`src/rtl/pts_pkg.sv`:
```
// shared constants, types and helpers of the pci target pin block
package pts_pkg;

   // bus commands that the target answers (address phase c/be lanes)
   localparam logic [3:0] CMD_MEM_RD = 4'h6;
   localparam logic [3:0] CMD_MEM_WR = 4'h7;
   localparam logic [3:0] CMD_CFG_RD = 4'ha;
   localparam logic [3:0] CMD_CFG_WR = 4'hb;

   // word step of the burst address counter, in bytes
   localparam logic [31:0] ADDR_STEP = 32'h0000_0004;

   // reset values of the pin drivers
   localparam logic OE_N_OFF  = 1'h1;   // driver floating
   localparam logic PIN_IDLE  = 1'h1;   // inactive level of low-true pins
   localparam logic PIN_ACT   = 1'h0;   // active level of low-true pins
   localparam logic [31:0] AD_RST = 32'h0000_0000;

   // bus state machine
   typedef enum logic [3:0] {
      ST_IDLE = 4'b0001,
      ST_SKIP = 4'b0010,
      ST_DATA = 4'b0100,
      ST_TURN = 4'b1000
   } pts_state_t;

   // pci inputs as sampled once per pci clock
   typedef struct packed {
      logic        idsel;
      logic        irdy_n;
      logic        frame_n;
      logic        par;
      logic [3:0]  cbe_n;
      logic [31:0] ad;
   } pts_bus_t;

   // one write word handed to the back end
   typedef struct packed {
      logic        cfg;
      logic [3:0]  be;
      logic [31:0] data;
      logic [31:0] addr;
   } pts_wr_t;

   // even parity bit over address/data and command/byte enables
   function automatic logic pts_even_par(input logic [31:0] ad,
                                         input logic [3:0]  cbe_n);
      return ^{ad, cbe_n};
   endfunction

endpackage

```
`src/rtl/pts_sync.sv`:
```
// two-stage synchroniser bank for pins from the pci clock domain
`timescale 1ns/100ps
`default_nettype none
module pts_sync #(
   parameter int W = 1
)(
   input  wire logic         sys_clk_in,
   input  wire logic         rst_n_in,
   input  wire logic [W-1:0] d_in,
   output var  logic [W-1:0] q_out
);
   logic [W-1:0] meta_r;

   // resets to ones so low-true pins look idle until sampled
   always_ff @(posedge sys_clk_in or negedge rst_n_in) begin
      if (!rst_n_in) begin
         meta_r <= '1;
         q_out  <= '1;
      end else begin
         meta_r <= d_in;
         q_out  <= meta_r;   // only reader of the first stage
      end
   end
endmodule
`default_nettype wire

```
`src/rtl/pts_par_unit.sv`:
```
// parity generation, parity checking and error pin timing
`timescale 1ns/100ps
`default_nettype none
module pts_par_unit (
   input  wire logic              sys_clk_in,
   input  wire logic              rst_n_in,
   input  wire logic              tick_in,
   input  wire pts_pkg::pts_bus_t bus_in,
   input  wire logic              ad_drv_in,
   input  wire logic [31:0]       ad_val_in,
   input  wire logic              chk_addr_in,
   input  wire logic              chk_data_in,
   input  wire logic              perr_en_in,
   output var  logic              par_out,
   output var  logic              par_oe_n_out,
   output var  logic              perr_n_out,
   output var  logic              perr_oe_n_out,
   output var  logic              serr_oe_n_out
);
   logic par_nxt, par_oe_n_nxt, perr_n_nxt, perr_oe_n_nxt, serr_oe_n_nxt;
   logic pend_a_r, pend_a_nxt, pend_d_r, pend_d_nxt, exp_r, exp_nxt;
   logic bad;

   // next values, all stepping on the pci clock tick
   always_comb begin
      par_nxt       = par_out;
      par_oe_n_nxt  = par_oe_n_out;
      perr_n_nxt    = perr_n_out;
      perr_oe_n_nxt = perr_oe_n_out;
      serr_oe_n_nxt = serr_oe_n_out;
      pend_a_nxt    = pend_a_r;
      pend_d_nxt    = pend_d_r;
      exp_nxt       = exp_r;
      bad           = (bus_in.par != exp_r);
      if (tick_in) begin
         // parity of the word we drove last clock, one clock late
         par_nxt      = pts_pkg::pts_even_par(ad_val_in, bus_in.cbe_n); // [RULE_06] [RULE_07]
         par_oe_n_nxt = ~ad_drv_in;                                   // [RULE_08]
         // remember what the master's parity must be next clock
         exp_nxt    = pts_pkg::pts_even_par(bus_in.ad, bus_in.cbe_n);   // [RULE_06]
         pend_a_nxt = chk_addr_in;
         pend_d_nxt = chk_data_in;
         // data error shows low two clocks after its phase
         perr_n_nxt    = ~(pend_d_r & bad);                           // [RULE_11]
         // a low perr is followed by one high clock before release
         perr_oe_n_nxt = ~(perr_en_in | (pend_d_r & bad) | ~perr_n_out); // [RULE_01]
         // system error only ever pulls low for one clock
         serr_oe_n_nxt = ~(pend_a_r & bad);                           // [RULE_14] [RULE_03]
      end
   end

   // register stage, floating all drivers under reset
   always_ff @(posedge sys_clk_in or negedge rst_n_in) begin
      if (!rst_n_in) begin
         par_out       <= pts_pkg::PIN_ACT;
         par_oe_n_out  <= pts_pkg::OE_N_OFF;    // [RULE_15]
         perr_n_out    <= pts_pkg::PIN_IDLE;
         perr_oe_n_out <= pts_pkg::OE_N_OFF;
         serr_oe_n_out <= pts_pkg::OE_N_OFF;
         pend_a_r      <= 1'h0;
         pend_d_r      <= 1'h0;
         exp_r         <= 1'h0;
      end else begin
         par_out       <= par_nxt;
         par_oe_n_out  <= par_oe_n_nxt;
         perr_n_out    <= perr_n_nxt;
         perr_oe_n_out <= perr_oe_n_nxt;
         serr_oe_n_out <= serr_oe_n_nxt;
         pend_a_r      <= pend_a_nxt;
         pend_d_r      <= pend_d_nxt;
         exp_r         <= exp_nxt;
      end
   end
endmodule
`default_nettype wire

```
`src/rtl/pts_target.sv`:
```
// pci target pin signalling: decode, handshake, turnaround, back end
`timescale 1ns/100ps
`default_nettype none
// Behaviour
// (RULE_01) a released low-true control line is driven high for a clock first.
// (RULE_02) only one agent drives a low-true control line at a time.
// (RULE_03) open-drain lines are pulled low or released, never driven high.
// (RULE_04) the 32-bit ad bus carries the address, then data words.
// (RULE_05) c/be lanes carry the command, then per-byte enables.
// (RULE_06) parity makes the ones over ad, c/be and parity even.
// (RULE_07) parity trails the word it covers by one clock.
// (RULE_08) master gives address and write parity, target gives read parity.
// (RULE_09) the master holds frame low during a transaction, high to end it.
// (RULE_10) device select is asserted only on a decoded address hit.
// (RULE_11) a data parity error drives perr low two clocks after the phase.
// (RULE_12) a word moves only when both ready lines are low.
// (RULE_13) the target may assert stop to end a burst early.
// (RULE_14) an address parity error pulls the system error line low.
// (RULE_15) under reset all pci outputs float and the bus machine idles.
module pts_target #(
   parameter logic [31:0] BAR_BASE = 32'h8000_0000,
   parameter logic [31:0] BAR_MASK = 32'hffff_f000
)(
   input  wire logic            sys_clk_in,
   input  wire logic            rst_n_in,
   input  wire logic            pci_clk_in,
   input  wire logic [31:0]     ad_in,
   output var  logic [31:0]     ad_out,
   output var  logic            ad_oe_n_out,
   input  wire logic [3:0]      cbe_n_in,
   input  wire logic            par_in,
   output var  logic            par_out,
   output var  logic            par_oe_n_out,
   input  wire logic            frame_n_in,
   input  wire logic            irdy_n_in,
   input  wire logic            idsel_in,
   output var  logic            devsel_n_out,
   output var  logic            devsel_oe_n_out,
   output var  logic            trdy_n_out,
   output var  logic            trdy_oe_n_out,
   output var  logic            stop_n_out,
   output var  logic            stop_oe_n_out,
   output var  logic            perr_n_out,
   output var  logic            perr_oe_n_out,
   output var  logic            serr_n_out,
   output var  logic            serr_oe_n_out,
   output var  pts_pkg::pts_wr_t usr_wr_out,
   output var  logic            usr_wr_stb_out,
   output var  logic [31:0]     usr_rd_addr_out,
   output var  logic            usr_rd_cfg_out,
   output var  logic            usr_rd_stb_out,
   input  wire logic [31:0]     usr_rd_data_in,
   input  wire logic            usr_wait_in,
   input  wire logic            usr_stop_in
);
   localparam int SW = $bits(pts_pkg::pts_bus_t) + 1;

   logic [SW-1:0]     sync_q;
   pts_pkg::pts_bus_t bus;
   logic              clk_q, clk_d_r, tick;

   pts_pkg::pts_state_t state_r, state_nxt;
   logic        read_r, read_nxt, cfg_r, cfg_nxt, first_r, first_nxt;
   logic        frame_d_r, frame_d_nxt;
   logic [31:0] addr_r, addr_nxt, ad_r, ad_nxt;
   logic        devsel_r, devsel_nxt, trdy_r, trdy_nxt, stop_r, stop_nxt;
   logic        ctl_oe_n_r, ctl_oe_n_nxt, ad_oe_n_r, ad_oe_n_nxt;
   pts_pkg::pts_wr_t wr_r, wr_nxt;
   logic        wr_stb_r, wr_stb_nxt, rd_stb_r, rd_stb_nxt;
   logic        chk_addr, chk_data, xfer, hit, is_rd, is_mem, is_cfg;
   logic [3:0]  cmd;

   // every pci pin, the pci clock among them, crosses two flops first
   pts_sync #(
      .W (SW)
   ) u_sync (
      .sys_clk_in (sys_clk_in),
      .rst_n_in   (rst_n_in),
      .d_in       ({pci_clk_in, idsel_in, irdy_n_in, frame_n_in, par_in,
                    cbe_n_in, ad_in}),
      .q_out      (sync_q)
   );

   // all pins share one latency, so a tick sees a consistent bus
   assign clk_q = sync_q[SW-1];
   assign bus   = pts_pkg::pts_bus_t'(sync_q[SW-2:0]);
   assign tick  = clk_q & ~clk_d_r;

   // address phase decode of command and base address window
   assign cmd    = bus.cbe_n;                                        // [RULE_05]
   assign is_rd  = (cmd == pts_pkg::CMD_MEM_RD) |
                   (cmd == pts_pkg::CMD_CFG_RD);
   assign is_mem = ((cmd == pts_pkg::CMD_MEM_RD) |
                    (cmd == pts_pkg::CMD_MEM_WR)) &
                   ((bus.ad & BAR_MASK) == BAR_BASE);                // [RULE_04]
   assign is_cfg = ((cmd == pts_pkg::CMD_CFG_RD) |
                    (cmd == pts_pkg::CMD_CFG_WR)) &
                   bus.idsel & (bus.ad[1:0] == 2'h0);
   assign hit    = is_mem | is_cfg;

   // a word moves when both readies were low over the clock just ended
   assign xfer = (state_r == pts_pkg::ST_DATA) & ~bus.irdy_n &
                 ~trdy_r & ~ctl_oe_n_r;                              // [RULE_12]

   // bus state machine, stepping once per pci clock tick
   always_comb begin
      state_nxt    = state_r;
      read_nxt     = read_r;
      cfg_nxt      = cfg_r;
      first_nxt    = first_r;
      frame_d_nxt  = frame_d_r;
      addr_nxt     = addr_r;
      devsel_nxt   = devsel_r;
      trdy_nxt     = trdy_r;
      stop_nxt     = stop_r;
      ctl_oe_n_nxt = ctl_oe_n_r;
      ad_oe_n_nxt  = ad_oe_n_r;
      wr_nxt       = wr_r;
      wr_stb_nxt   = 1'h0;
      rd_stb_nxt   = 1'h0;
      chk_addr     = 1'h0;
      chk_data     = 1'h0;
      // read data follows the back end between ticks, settled by the edge
      ad_nxt       = read_r ? usr_rd_data_in : ad_r;
      if (tick) begin
         frame_d_nxt = bus.frame_n;
         case (state_r)
            pts_pkg::ST_IDLE: begin
               // falling frame marks the address phase
               if (~bus.frame_n & frame_d_r) begin                   // [RULE_09]
                  chk_addr = 1'h1;
                  if (hit) begin                                      // [RULE_10]
                     state_nxt    = pts_pkg::ST_DATA;
                     devsel_nxt   = pts_pkg::PIN_ACT;
                     trdy_nxt     = pts_pkg::PIN_IDLE;
                     stop_nxt     = pts_pkg::PIN_IDLE;
                     ctl_oe_n_nxt = 1'h0;                             // [RULE_02]
                     first_nxt    = 1'h1;
                     read_nxt     = is_rd;
                     cfg_nxt      = is_cfg;
                     addr_nxt     = {bus.ad[31:2], 2'h0};             // [RULE_04]
                  end else begin
                     state_nxt = pts_pkg::ST_SKIP;
                  end
               end
            end
            pts_pkg::ST_SKIP: begin
               // someone else's transaction: wait for an idle bus
               if (bus.frame_n & bus.irdy_n) begin
                  state_nxt = pts_pkg::ST_IDLE;
               end
            end
            pts_pkg::ST_DATA: begin
               first_nxt = 1'h0;
               if (xfer) begin
                  addr_nxt = addr_r + pts_pkg::ADDR_STEP;
                  if (read_r) begin
                     rd_stb_nxt = 1'h1;
                  end else begin
                     wr_stb_nxt  = 1'h1;
                     chk_data    = 1'h1;
                     wr_nxt.addr = addr_r;
                     wr_nxt.data = bus.ad;                            // [RULE_04]
                     wr_nxt.be   = ~bus.cbe_n;                        // [RULE_05]
                     wr_nxt.cfg  = cfg_r;
                  end
               end
               // end on the last word, after stop, or on master abort
               if (bus.frame_n & (xfer | ~stop_r | bus.irdy_n)) begin // [RULE_09]
                  state_nxt   = pts_pkg::ST_TURN;
                  devsel_nxt  = pts_pkg::PIN_IDLE;                    // [RULE_01]
                  trdy_nxt    = pts_pkg::PIN_IDLE;
                  stop_nxt    = pts_pkg::PIN_IDLE;
                  ad_oe_n_nxt = pts_pkg::OE_N_OFF;
               end else begin
                  // a word can still move in the first clock stop is out, none after it
                  stop_nxt    = stop_r & ~usr_stop_in;               // [RULE_13]
                  trdy_nxt    = usr_wait_in | ~stop_r;                // [RULE_12]
                  // first tick after the address is the ad turnaround
                  ad_oe_n_nxt = ~read_r;                              // [RULE_08]
               end
            end
            pts_pkg::ST_TURN: begin
               // lines were high for a full clock: now let them float
               ctl_oe_n_nxt = pts_pkg::OE_N_OFF;                     // [RULE_01]
               state_nxt    = pts_pkg::ST_IDLE;
            end
            default: begin
               state_nxt    = pts_pkg::ST_IDLE;
               ctl_oe_n_nxt = pts_pkg::OE_N_OFF;
               ad_oe_n_nxt  = pts_pkg::OE_N_OFF;
            end
         endcase
      end
   end

   // register stage; reset floats every driver and idles the machine
   always_ff @(posedge sys_clk_in or negedge rst_n_in) begin
      if (!rst_n_in) begin
         clk_d_r    <= 1'h1;
         state_r    <= pts_pkg::ST_IDLE;                              // [RULE_15]
         read_r     <= 1'h0;
         cfg_r      <= 1'h0;
         first_r    <= 1'h0;
         frame_d_r  <= pts_pkg::PIN_IDLE;
         addr_r     <= pts_pkg::AD_RST;
         ad_r       <= pts_pkg::AD_RST;
         devsel_r   <= pts_pkg::PIN_IDLE;
         trdy_r     <= pts_pkg::PIN_IDLE;
         stop_r     <= pts_pkg::PIN_IDLE;
         ctl_oe_n_r <= pts_pkg::OE_N_OFF;                             // [RULE_15]
         ad_oe_n_r  <= pts_pkg::OE_N_OFF;
         wr_r       <= '0;
         wr_stb_r   <= 1'h0;
         rd_stb_r   <= 1'h0;
      end else begin
         clk_d_r    <= clk_q;
         state_r    <= state_nxt;
         read_r     <= read_nxt;
         cfg_r      <= cfg_nxt;
         first_r    <= first_nxt;
         frame_d_r  <= frame_d_nxt;
         addr_r     <= addr_nxt;
         ad_r       <= ad_nxt;
         devsel_r   <= devsel_nxt;
         trdy_r     <= trdy_nxt;
         stop_r     <= stop_nxt;
         ctl_oe_n_r <= ctl_oe_n_nxt;
         ad_oe_n_r  <= ad_oe_n_nxt;
         wr_r       <= wr_nxt;
         wr_stb_r   <= wr_stb_nxt;
         rd_stb_r   <= rd_stb_nxt;
      end
   end

   // parity and error pins; perr only while we receive write data
   pts_par_unit u_par (
      .sys_clk_in    (sys_clk_in),
      .rst_n_in      (rst_n_in),
      .tick_in       (tick),
      .bus_in        (bus),
      .ad_drv_in     (~ad_oe_n_r),
      .ad_val_in     (ad_r),
      .chk_addr_in   (chk_addr),
      .chk_data_in   (chk_data),
      .perr_en_in    (((state_r == pts_pkg::ST_DATA) |
                       (state_r == pts_pkg::ST_TURN)) & ~read_r),     // [RULE_02]
      .par_out       (par_out),
      .par_oe_n_out  (par_oe_n_out),
      .perr_n_out    (perr_n_out),
      .perr_oe_n_out (perr_oe_n_out),
      .serr_oe_n_out (serr_oe_n_out)
   );

   // the three control lines share one enable: they turn round together
   assign devsel_n_out    = devsel_r;
   assign trdy_n_out      = trdy_r;
   assign stop_n_out      = stop_r;
   assign devsel_oe_n_out = ctl_oe_n_r;
   assign trdy_oe_n_out   = ctl_oe_n_r;
   assign stop_oe_n_out   = ctl_oe_n_r;
   assign ad_out          = ad_r;
   assign ad_oe_n_out     = ad_oe_n_r;
   assign serr_n_out      = pts_pkg::PIN_ACT;   // open drain: low or off [RULE_03]
   assign usr_wr_out      = wr_r;
   assign usr_wr_stb_out  = wr_stb_r;
   assign usr_rd_addr_out = addr_r;
   assign usr_rd_cfg_out  = cfg_r;
   assign usr_rd_stb_out  = rd_stb_r;
endmodule
`default_nettype wire

```
`config.mk`:
```
export PLATFORM = sky130hd
export DESIGN_NAME = pts_target
export DESIGN_NICKNAME = d
export VERILOG_FILES = /design/src/rtl/pts_pkg.sv /design/src/rtl/pts_sync.sv /design/src/rtl/pts_par_unit.sv /design/src/rtl/pts_target.sv
export SDC_FILE = /design/constraint.sdc
export NUM_CORES = 1
export LEC_CHECK = 0
export ABC_CLOCK_PERIOD_IN_PS = 2270
export CORE_MARGIN = 3
export CORE_UTILIZATION = 50
export CTS_CLUSTER_SIZE = 8
export DETAILED_ROUTE_END_ITERATION = 6
export DONT_BUFFER_PORTS = 1
export PLACE_DENSITY = 0.68
export RECOVER_POWER = 25
export SETUP_SLACK_MARGIN = 0.5
export SLEW_MARGIN = 25
export SYNTH_ARGS = -nofsm -noshare
export SYNTH_HDL_FRONTEND = slang
export SYNTH_SLANG_ARGS = --single-unit
```
`constraint.sdc`:
```
create_clock -name sys_clk_in -period 2.27 [get_ports sys_clk_in]
set_clock_uncertainty 0.15 [all_clocks]
set_input_delay 0.227 -clock sys_clk_in [delete_from_list [all_inputs] [get_ports sys_clk_in]]
set_output_delay 0.227 -clock sys_clk_in [all_outputs]
set_load 0.02 [all_outputs]
```
# After elaboration in Yosys (flattened, before gate mapping)
# Index checks and enable logic that the tools add are counted.
[word_totals]
ff_bits = 238
inputBits = 77
out_inout_bits = 149
wordCells = 129
[op_classes]
addsub = 1
eq_ne = 15
n_mux = 32
n_bitwise = 39
n_reduce_logical = 14
[op_table]
columns = ["operator", "count"]
rows = [
  ["2-to-1 mux 32 bit", 3],
  ["XOR reduction 36 bit", 2],
  ["one-hot mux 32 bit (2 select lines)", 1],
  ["adder 32 x 3 -> 32 bit, second input constant", 1],
  ["== test 20 bit, second input constant", 1],
  ["AND reduction 4 bit", 5],
  ["2-to-1 mux 1 bit", 18],
  ["bitwise AND 1 bit", 14],
  ["NOT 1 bit", 14],
  ["== test 4 x 3 -> 1 bit, second input constant", 3],
  ["== test 4 bit, second input constant", 3],
  ["2-to-1 mux 4 bit", 3],
  ["one-hot mux 4 bit (3 select lines)", 1],
  ["!= test 2 bit, second input constant", 5],
  ["bitwise OR 1 bit", 10],
  ["one-hot mux 1 bit (2 select lines)", 5],
  ["AND reduction 5 bit", 2],
  ["== test 4 x 1 -> 1 bit, second input constant", 1],
  ["== test 4 x 2 -> 1 bit, second input constant", 1],
  ["NOT 4 bit", 1],
  ["2-to-1 mux 3 bit", 1],
  ["OR reduction 3 bit", 1],
  ["zero test 2 bit", 1],
  ["AND reduction 2 bit", 1],
  ["3 further kinds", 3],
]

# Logic depth before layout (Yosys ltp)
[depth]
word_depth = 9
ltp_mapped = 10
mapped_depth_nobuf = 8

# By module
# A second synthesis with hierarchy kept.
[unflattened]
hier_cells = 873
hier_area_um2 = 9725.6
[modules_own_cells]
columns = ["mod", "instances", "cells_per_inst", "area_per_inst_um2", "seq_area_each_um2"]
rows = [
  ["pts_target", 1, 700, 6661.4, 3613.5],
  ["pts_sync", 1, 82, 2154.6, 2154.6],
  ["pts_par_unit", 1, 91, 909.6, 205.2],
]

# Worst setup path before layout
# Ideal clock, no wire load.
[synth_timing]
path_type = "register to register"
start = "reg u_sync.q_out[33]"
end = "reg addr_r[11], in the netlist usr_rd_addr_out[11]"
arrival_time_ns = 2.158
t_required_ns = 1.994
slack_ns = -0.164
stages_incl_launch_ff = 9
synth_period_minus_slack_ns = 2.434
path_cell_list = "dfstp_2 > ha_1 > nor2_1 > nor4_1 > o21ai_0 > nor2_1 > buf_2 > buf_2 > a21oi_1"
[synth_via]
elab_chain_len = 7
word_cells_on_any_way = 12
classes_between = "eq/ne (5); bitwise (6); reduce/logical (1)"
[synth_rtl]
columns = ["element", "line_no", "text"]
rows = [
  ["from (decl)", "pts_sync.sv:10", "output var logic [W-1:0] q_out"],
  ["from (signal assigned)", "pts_sync.sv:21", "q_out <= meta_r;"],
  ["== test 4 bit, on equally long branches", "pts_target.sv:96, pts_target.sv:97", ""],
  ["bitwise OR 1 bit", "pts_target.sv:96", "assign is_cfg = ((cmd == pts_pkg::CMD_CFG_RD) |"],
  ["bitwise AND 1 bit", "pts_target.sv:97", "(cmd == pts_pkg::CMD_CFG_WR)) &"],
  ["bitwise AND 1 bit", "pts_target.sv:98", "bus.idsel & (bus.ad[1:0] == 2'h0);"],
  ["bitwise OR 1 bit *", "pts_target.sv:99", "assign hit = is_mem | is_cfg;"],
  ["!= test 2 bit (no line) *", "n/a", ""],
  ["AND reduction 5 bit (no line) *", "n/a", ""],
  ["to (signal assigned)", "pts_target.sv:206", "addr_r <= pts_pkg::AD_RST;"],
  ["to (signal assigned)", "pts_target.sv:223", "addr_r <= addr_nxt;"],
  ["to (decl)", "pts_target.sv:65", "logic [31:0] addr_r, addr_nxt, ad_r, ad_nxt;"],
]
# Mark *: on every way between the ends. The rest lies on a longest branch, timed or not.
# A chain may end at the register's enable or synchronous reset.

# Final worst setup path
[layout_timing]
start = "reg u_sync.q_out[31]"
end = "reg addr_r[21], in the netlist usr_rd_addr_out[21]"
[layout_via]
elab_chain_len = 5
[layout_rtl]
columns = ["element", "line_no", "text"]
rows = [
  ["== test 20 bit", "pts_target.sv:95", "((bus.ad & BAR_MASK) == BAR_BASE);"],
  ["bitwise AND 1 bit", "pts_target.sv:94", "(cmd == pts_pkg::CMD_MEM_WR)) &"],
  ["bitwise OR 1 bit", "pts_target.sv:99", ""],
  ["!= test 2 bit (no line)", "n/a", ""],
  ["AND reduction 5 bit (no line)", "n/a", ""],
]
# No other way between the ends.

==> results.toml <==
[timing]
whs_ns = -0.710
period_needed_ns = 2.33
setup_viol = 12
slew_violations = 0
max_clock_freq_ghz = 0.430
setup_tns_ns = -0.209
post-route-period-util = 1.02
setup_slack_ns = -0.0567
rsz0062_at_grt = "true"
hold_violations = 234

[place]
gp_congestion = 0.861
io_buffers = 0
dp_hpwl_um = 14900

[cts]
cts-buffers-inserted = 35
cts_hold_buf = 75
cts_tree = "done"
clkTransAtPathRegs_ns = 0.06
cts_root_buf = "clkbuf_16"
worst_skew_pair.late_latency_ns = 0.50
clockBufferDepth = 3
cts.sinks = 234
htreeDepth = 2

[setup_path]
cp.required_ns = 2.49
cp.arrival_ns = 2.55
cpMaxStageDelayCell = "dfstp_2"
cp_max_fo = 16
critPathBufInv = 2
cp-start-kind = "flop"
timing.critical_path.mode_cell = "o21ai_0"
worstSetupEndpointType = "flop"
path_cells = "ha_4 > nand4_1 > nor4_4 > buf_4 > o221ai_4 > buf_12 > o21ai_0 > o21ai_0"
worstSetupPathType = "flop to flop"
critPathTopFamily = "flip-flops"
critPathMaxStageDelay_ns = 0.56

[status]
status = "complete, but fails checks"
violations = "negative hold slack, negative setup slack"

[route]
drtPass1Iterations = 6
initialDrtViolationCount = 561
viasPerCell = 5.56
postRouteAntennaNets = 0
routed_wl_um = 28500
drc = 0
vias = 7385
post_drt_wl_per_cell_um = 21.4

[yosys]
yosysTopAreaCell = "dfrtp_1"
yosysSeqAreaShare = 0.620
synthFlopType = "dfrtp_1"
netlist_instances = 866
syn_area_mm2 = 0.00963
synth.distinct_cells = 55
synth.area.top_cells = "dfrtp_1, dfstp_2, nand2_1"
synth_edf_count = 0
synth_area_per_cell_um2 = 11.1
yosysTopAreaCellShare = 0.364
synth-seq-cells = 234
ys_async_sr_fraction = 1.00
yosysWarnings = 0

[global_routing]
grt_pass1_wl_um = 40800
grt_pass1_vias = 7457
grt_use_total = 0.255
grt-ovfl-total = 0
grt_max_degree = 235
antenna_found_initial = 0

[floorplanning]
core_area_mm2 = 0.0188
die-height_um = 145
die_width_um = 145
io_pins = 226
initial_utilization = 0.511
placementRows = 50
dieArea_mm2 = 0.0210

[layout]
final_common_cell = "dfrtp_1"
final_cell_mix = "dfrtp_1, nand2_1, dfstp_2"
utilization = 0.732
layout-drive-gt1-share = 0.436
final_nets = 1137
areaGrowthSynthToFinish_pct = 43.2
num_antenna_cells = 0

[power]
leakagePower_nw = 6.15
p_per_area_mw_per_mm2 = 872
ir_drop_v = 0.000618

[run]
maxCapViolCount = 0

[worst_hold_path]
hold_path.class = "primary input to async pin"
[where the power goes]
part	internal [mW]	switching, mW
combinational	1.08	1.13
clock	2.88	1.77
sequential	4.66	0.506
[registers in the layout, indices dropped and copies added (netlist names), 4 cells and up]
signal / flops
usr_rd_addr_out: 30
u_sync.meta_r: 41
u_sync.q_out: 41
usr_wr_out: 67
ad_out: 32
state_r: 4
[Yosys cell counts (all sizes together), types with 6 or more instances]
cell / count
nand2: 188
dfrtp: 140
dfstp: 94
o21ai: 65
xnor2: 47
a21oi: 40
nor2: 34
mux2: 32
inv: 31
buf: 28
clkbuf: 23
nand3: 23
ha: 16
o22ai: 11
a2bb2oi: 10
and3: 9
xor2: 9
nand4: 7
nor3: 7
a31oi: 6
[metrics by stage]
step | hold slack [ns] | power, mW | worst slack [ns] | instances | area [um^2]
CTS | -0.732 | 11.8 | 0.0573 | 1314 | 13100
global placement | -0.211 | 6.80 | 0.0395 | 1130 | 10400
floorplan | -0.219 | 6.22 | -0.0198 | 870 | 9880
global route | -0.736 | 12.5 | -0.0884 | 1329 | 13800
detailed placement | -0.205 | 6.83 | -0.0554 | 1130 | 10400
finish | -0.710 | 12.0 | -0.0567 | 1329 | 13800
[metal layers]
layer  up-vias  global-route usage  share of wire
met4         0              0.0864          0.036
met1      3652               0.317           0.37
met2       389               0.424           0.50
met3        74              0.0789          0.097
met5         -                   0              0
li1       3270                   -              -
[cell type report]
type | count | area [um^2]
Sequential cell | 234 | 5980
Fill cell | 1188 | 5050
Multi-Input combinational cell | 554 | 4280
Timing Repair Buffer | 188 | 2090
Clock buffer | 60 | 970
Tap cell | 260 | 325
Inverter | 31 | 116
Clock inverter | 2 | 17.5
[final timing paths]
path                       cells after the start             endpoint              start  slack, ns
setup / recovery                               8  usr_rd_addr_out[21]   u_sync.q_out[31]      -0.06
hold / removal                                 0               read_r           rst_n_in      -0.71
setup reg to reg                               8  usr_rd_addr_out[21]   u_sync.q_out[31]      -0.06
hold reg to reg                                0     u_sync.q_out[16]  u_sync.meta_r[16]       0.20
max in group asynchronous                      0      u_sync.q_out[7]           rst_n_in       2.41
min in group sys_clk_in                        1    u_sync.meta_r[24]          ad_in[24]       0.12
[logic make-up after synthesis]
logic type,after synthesis,share of synthesized area
xor gates and xnor gates,57,0.0533
and+or+nand+nor,293,0.134
muxes,32,0.0374
buffers and inverters,82,0.0420
other,1,0.000390
adders and majority gates,16,0.0208
AOI/OAI and AO/OA,151,0.0918
DFF,234,0.620
[repair_timing]
item	4_1_cts	5_1_grt
hold endpoints to repair	309	234
buffers inserted	32	13
resized for setup	109	150
setup endpoints to repair	112	112
pin swaps	26	44
gates cloned	15	2
No activity file was read; power rests on OpenSTA's default activity.
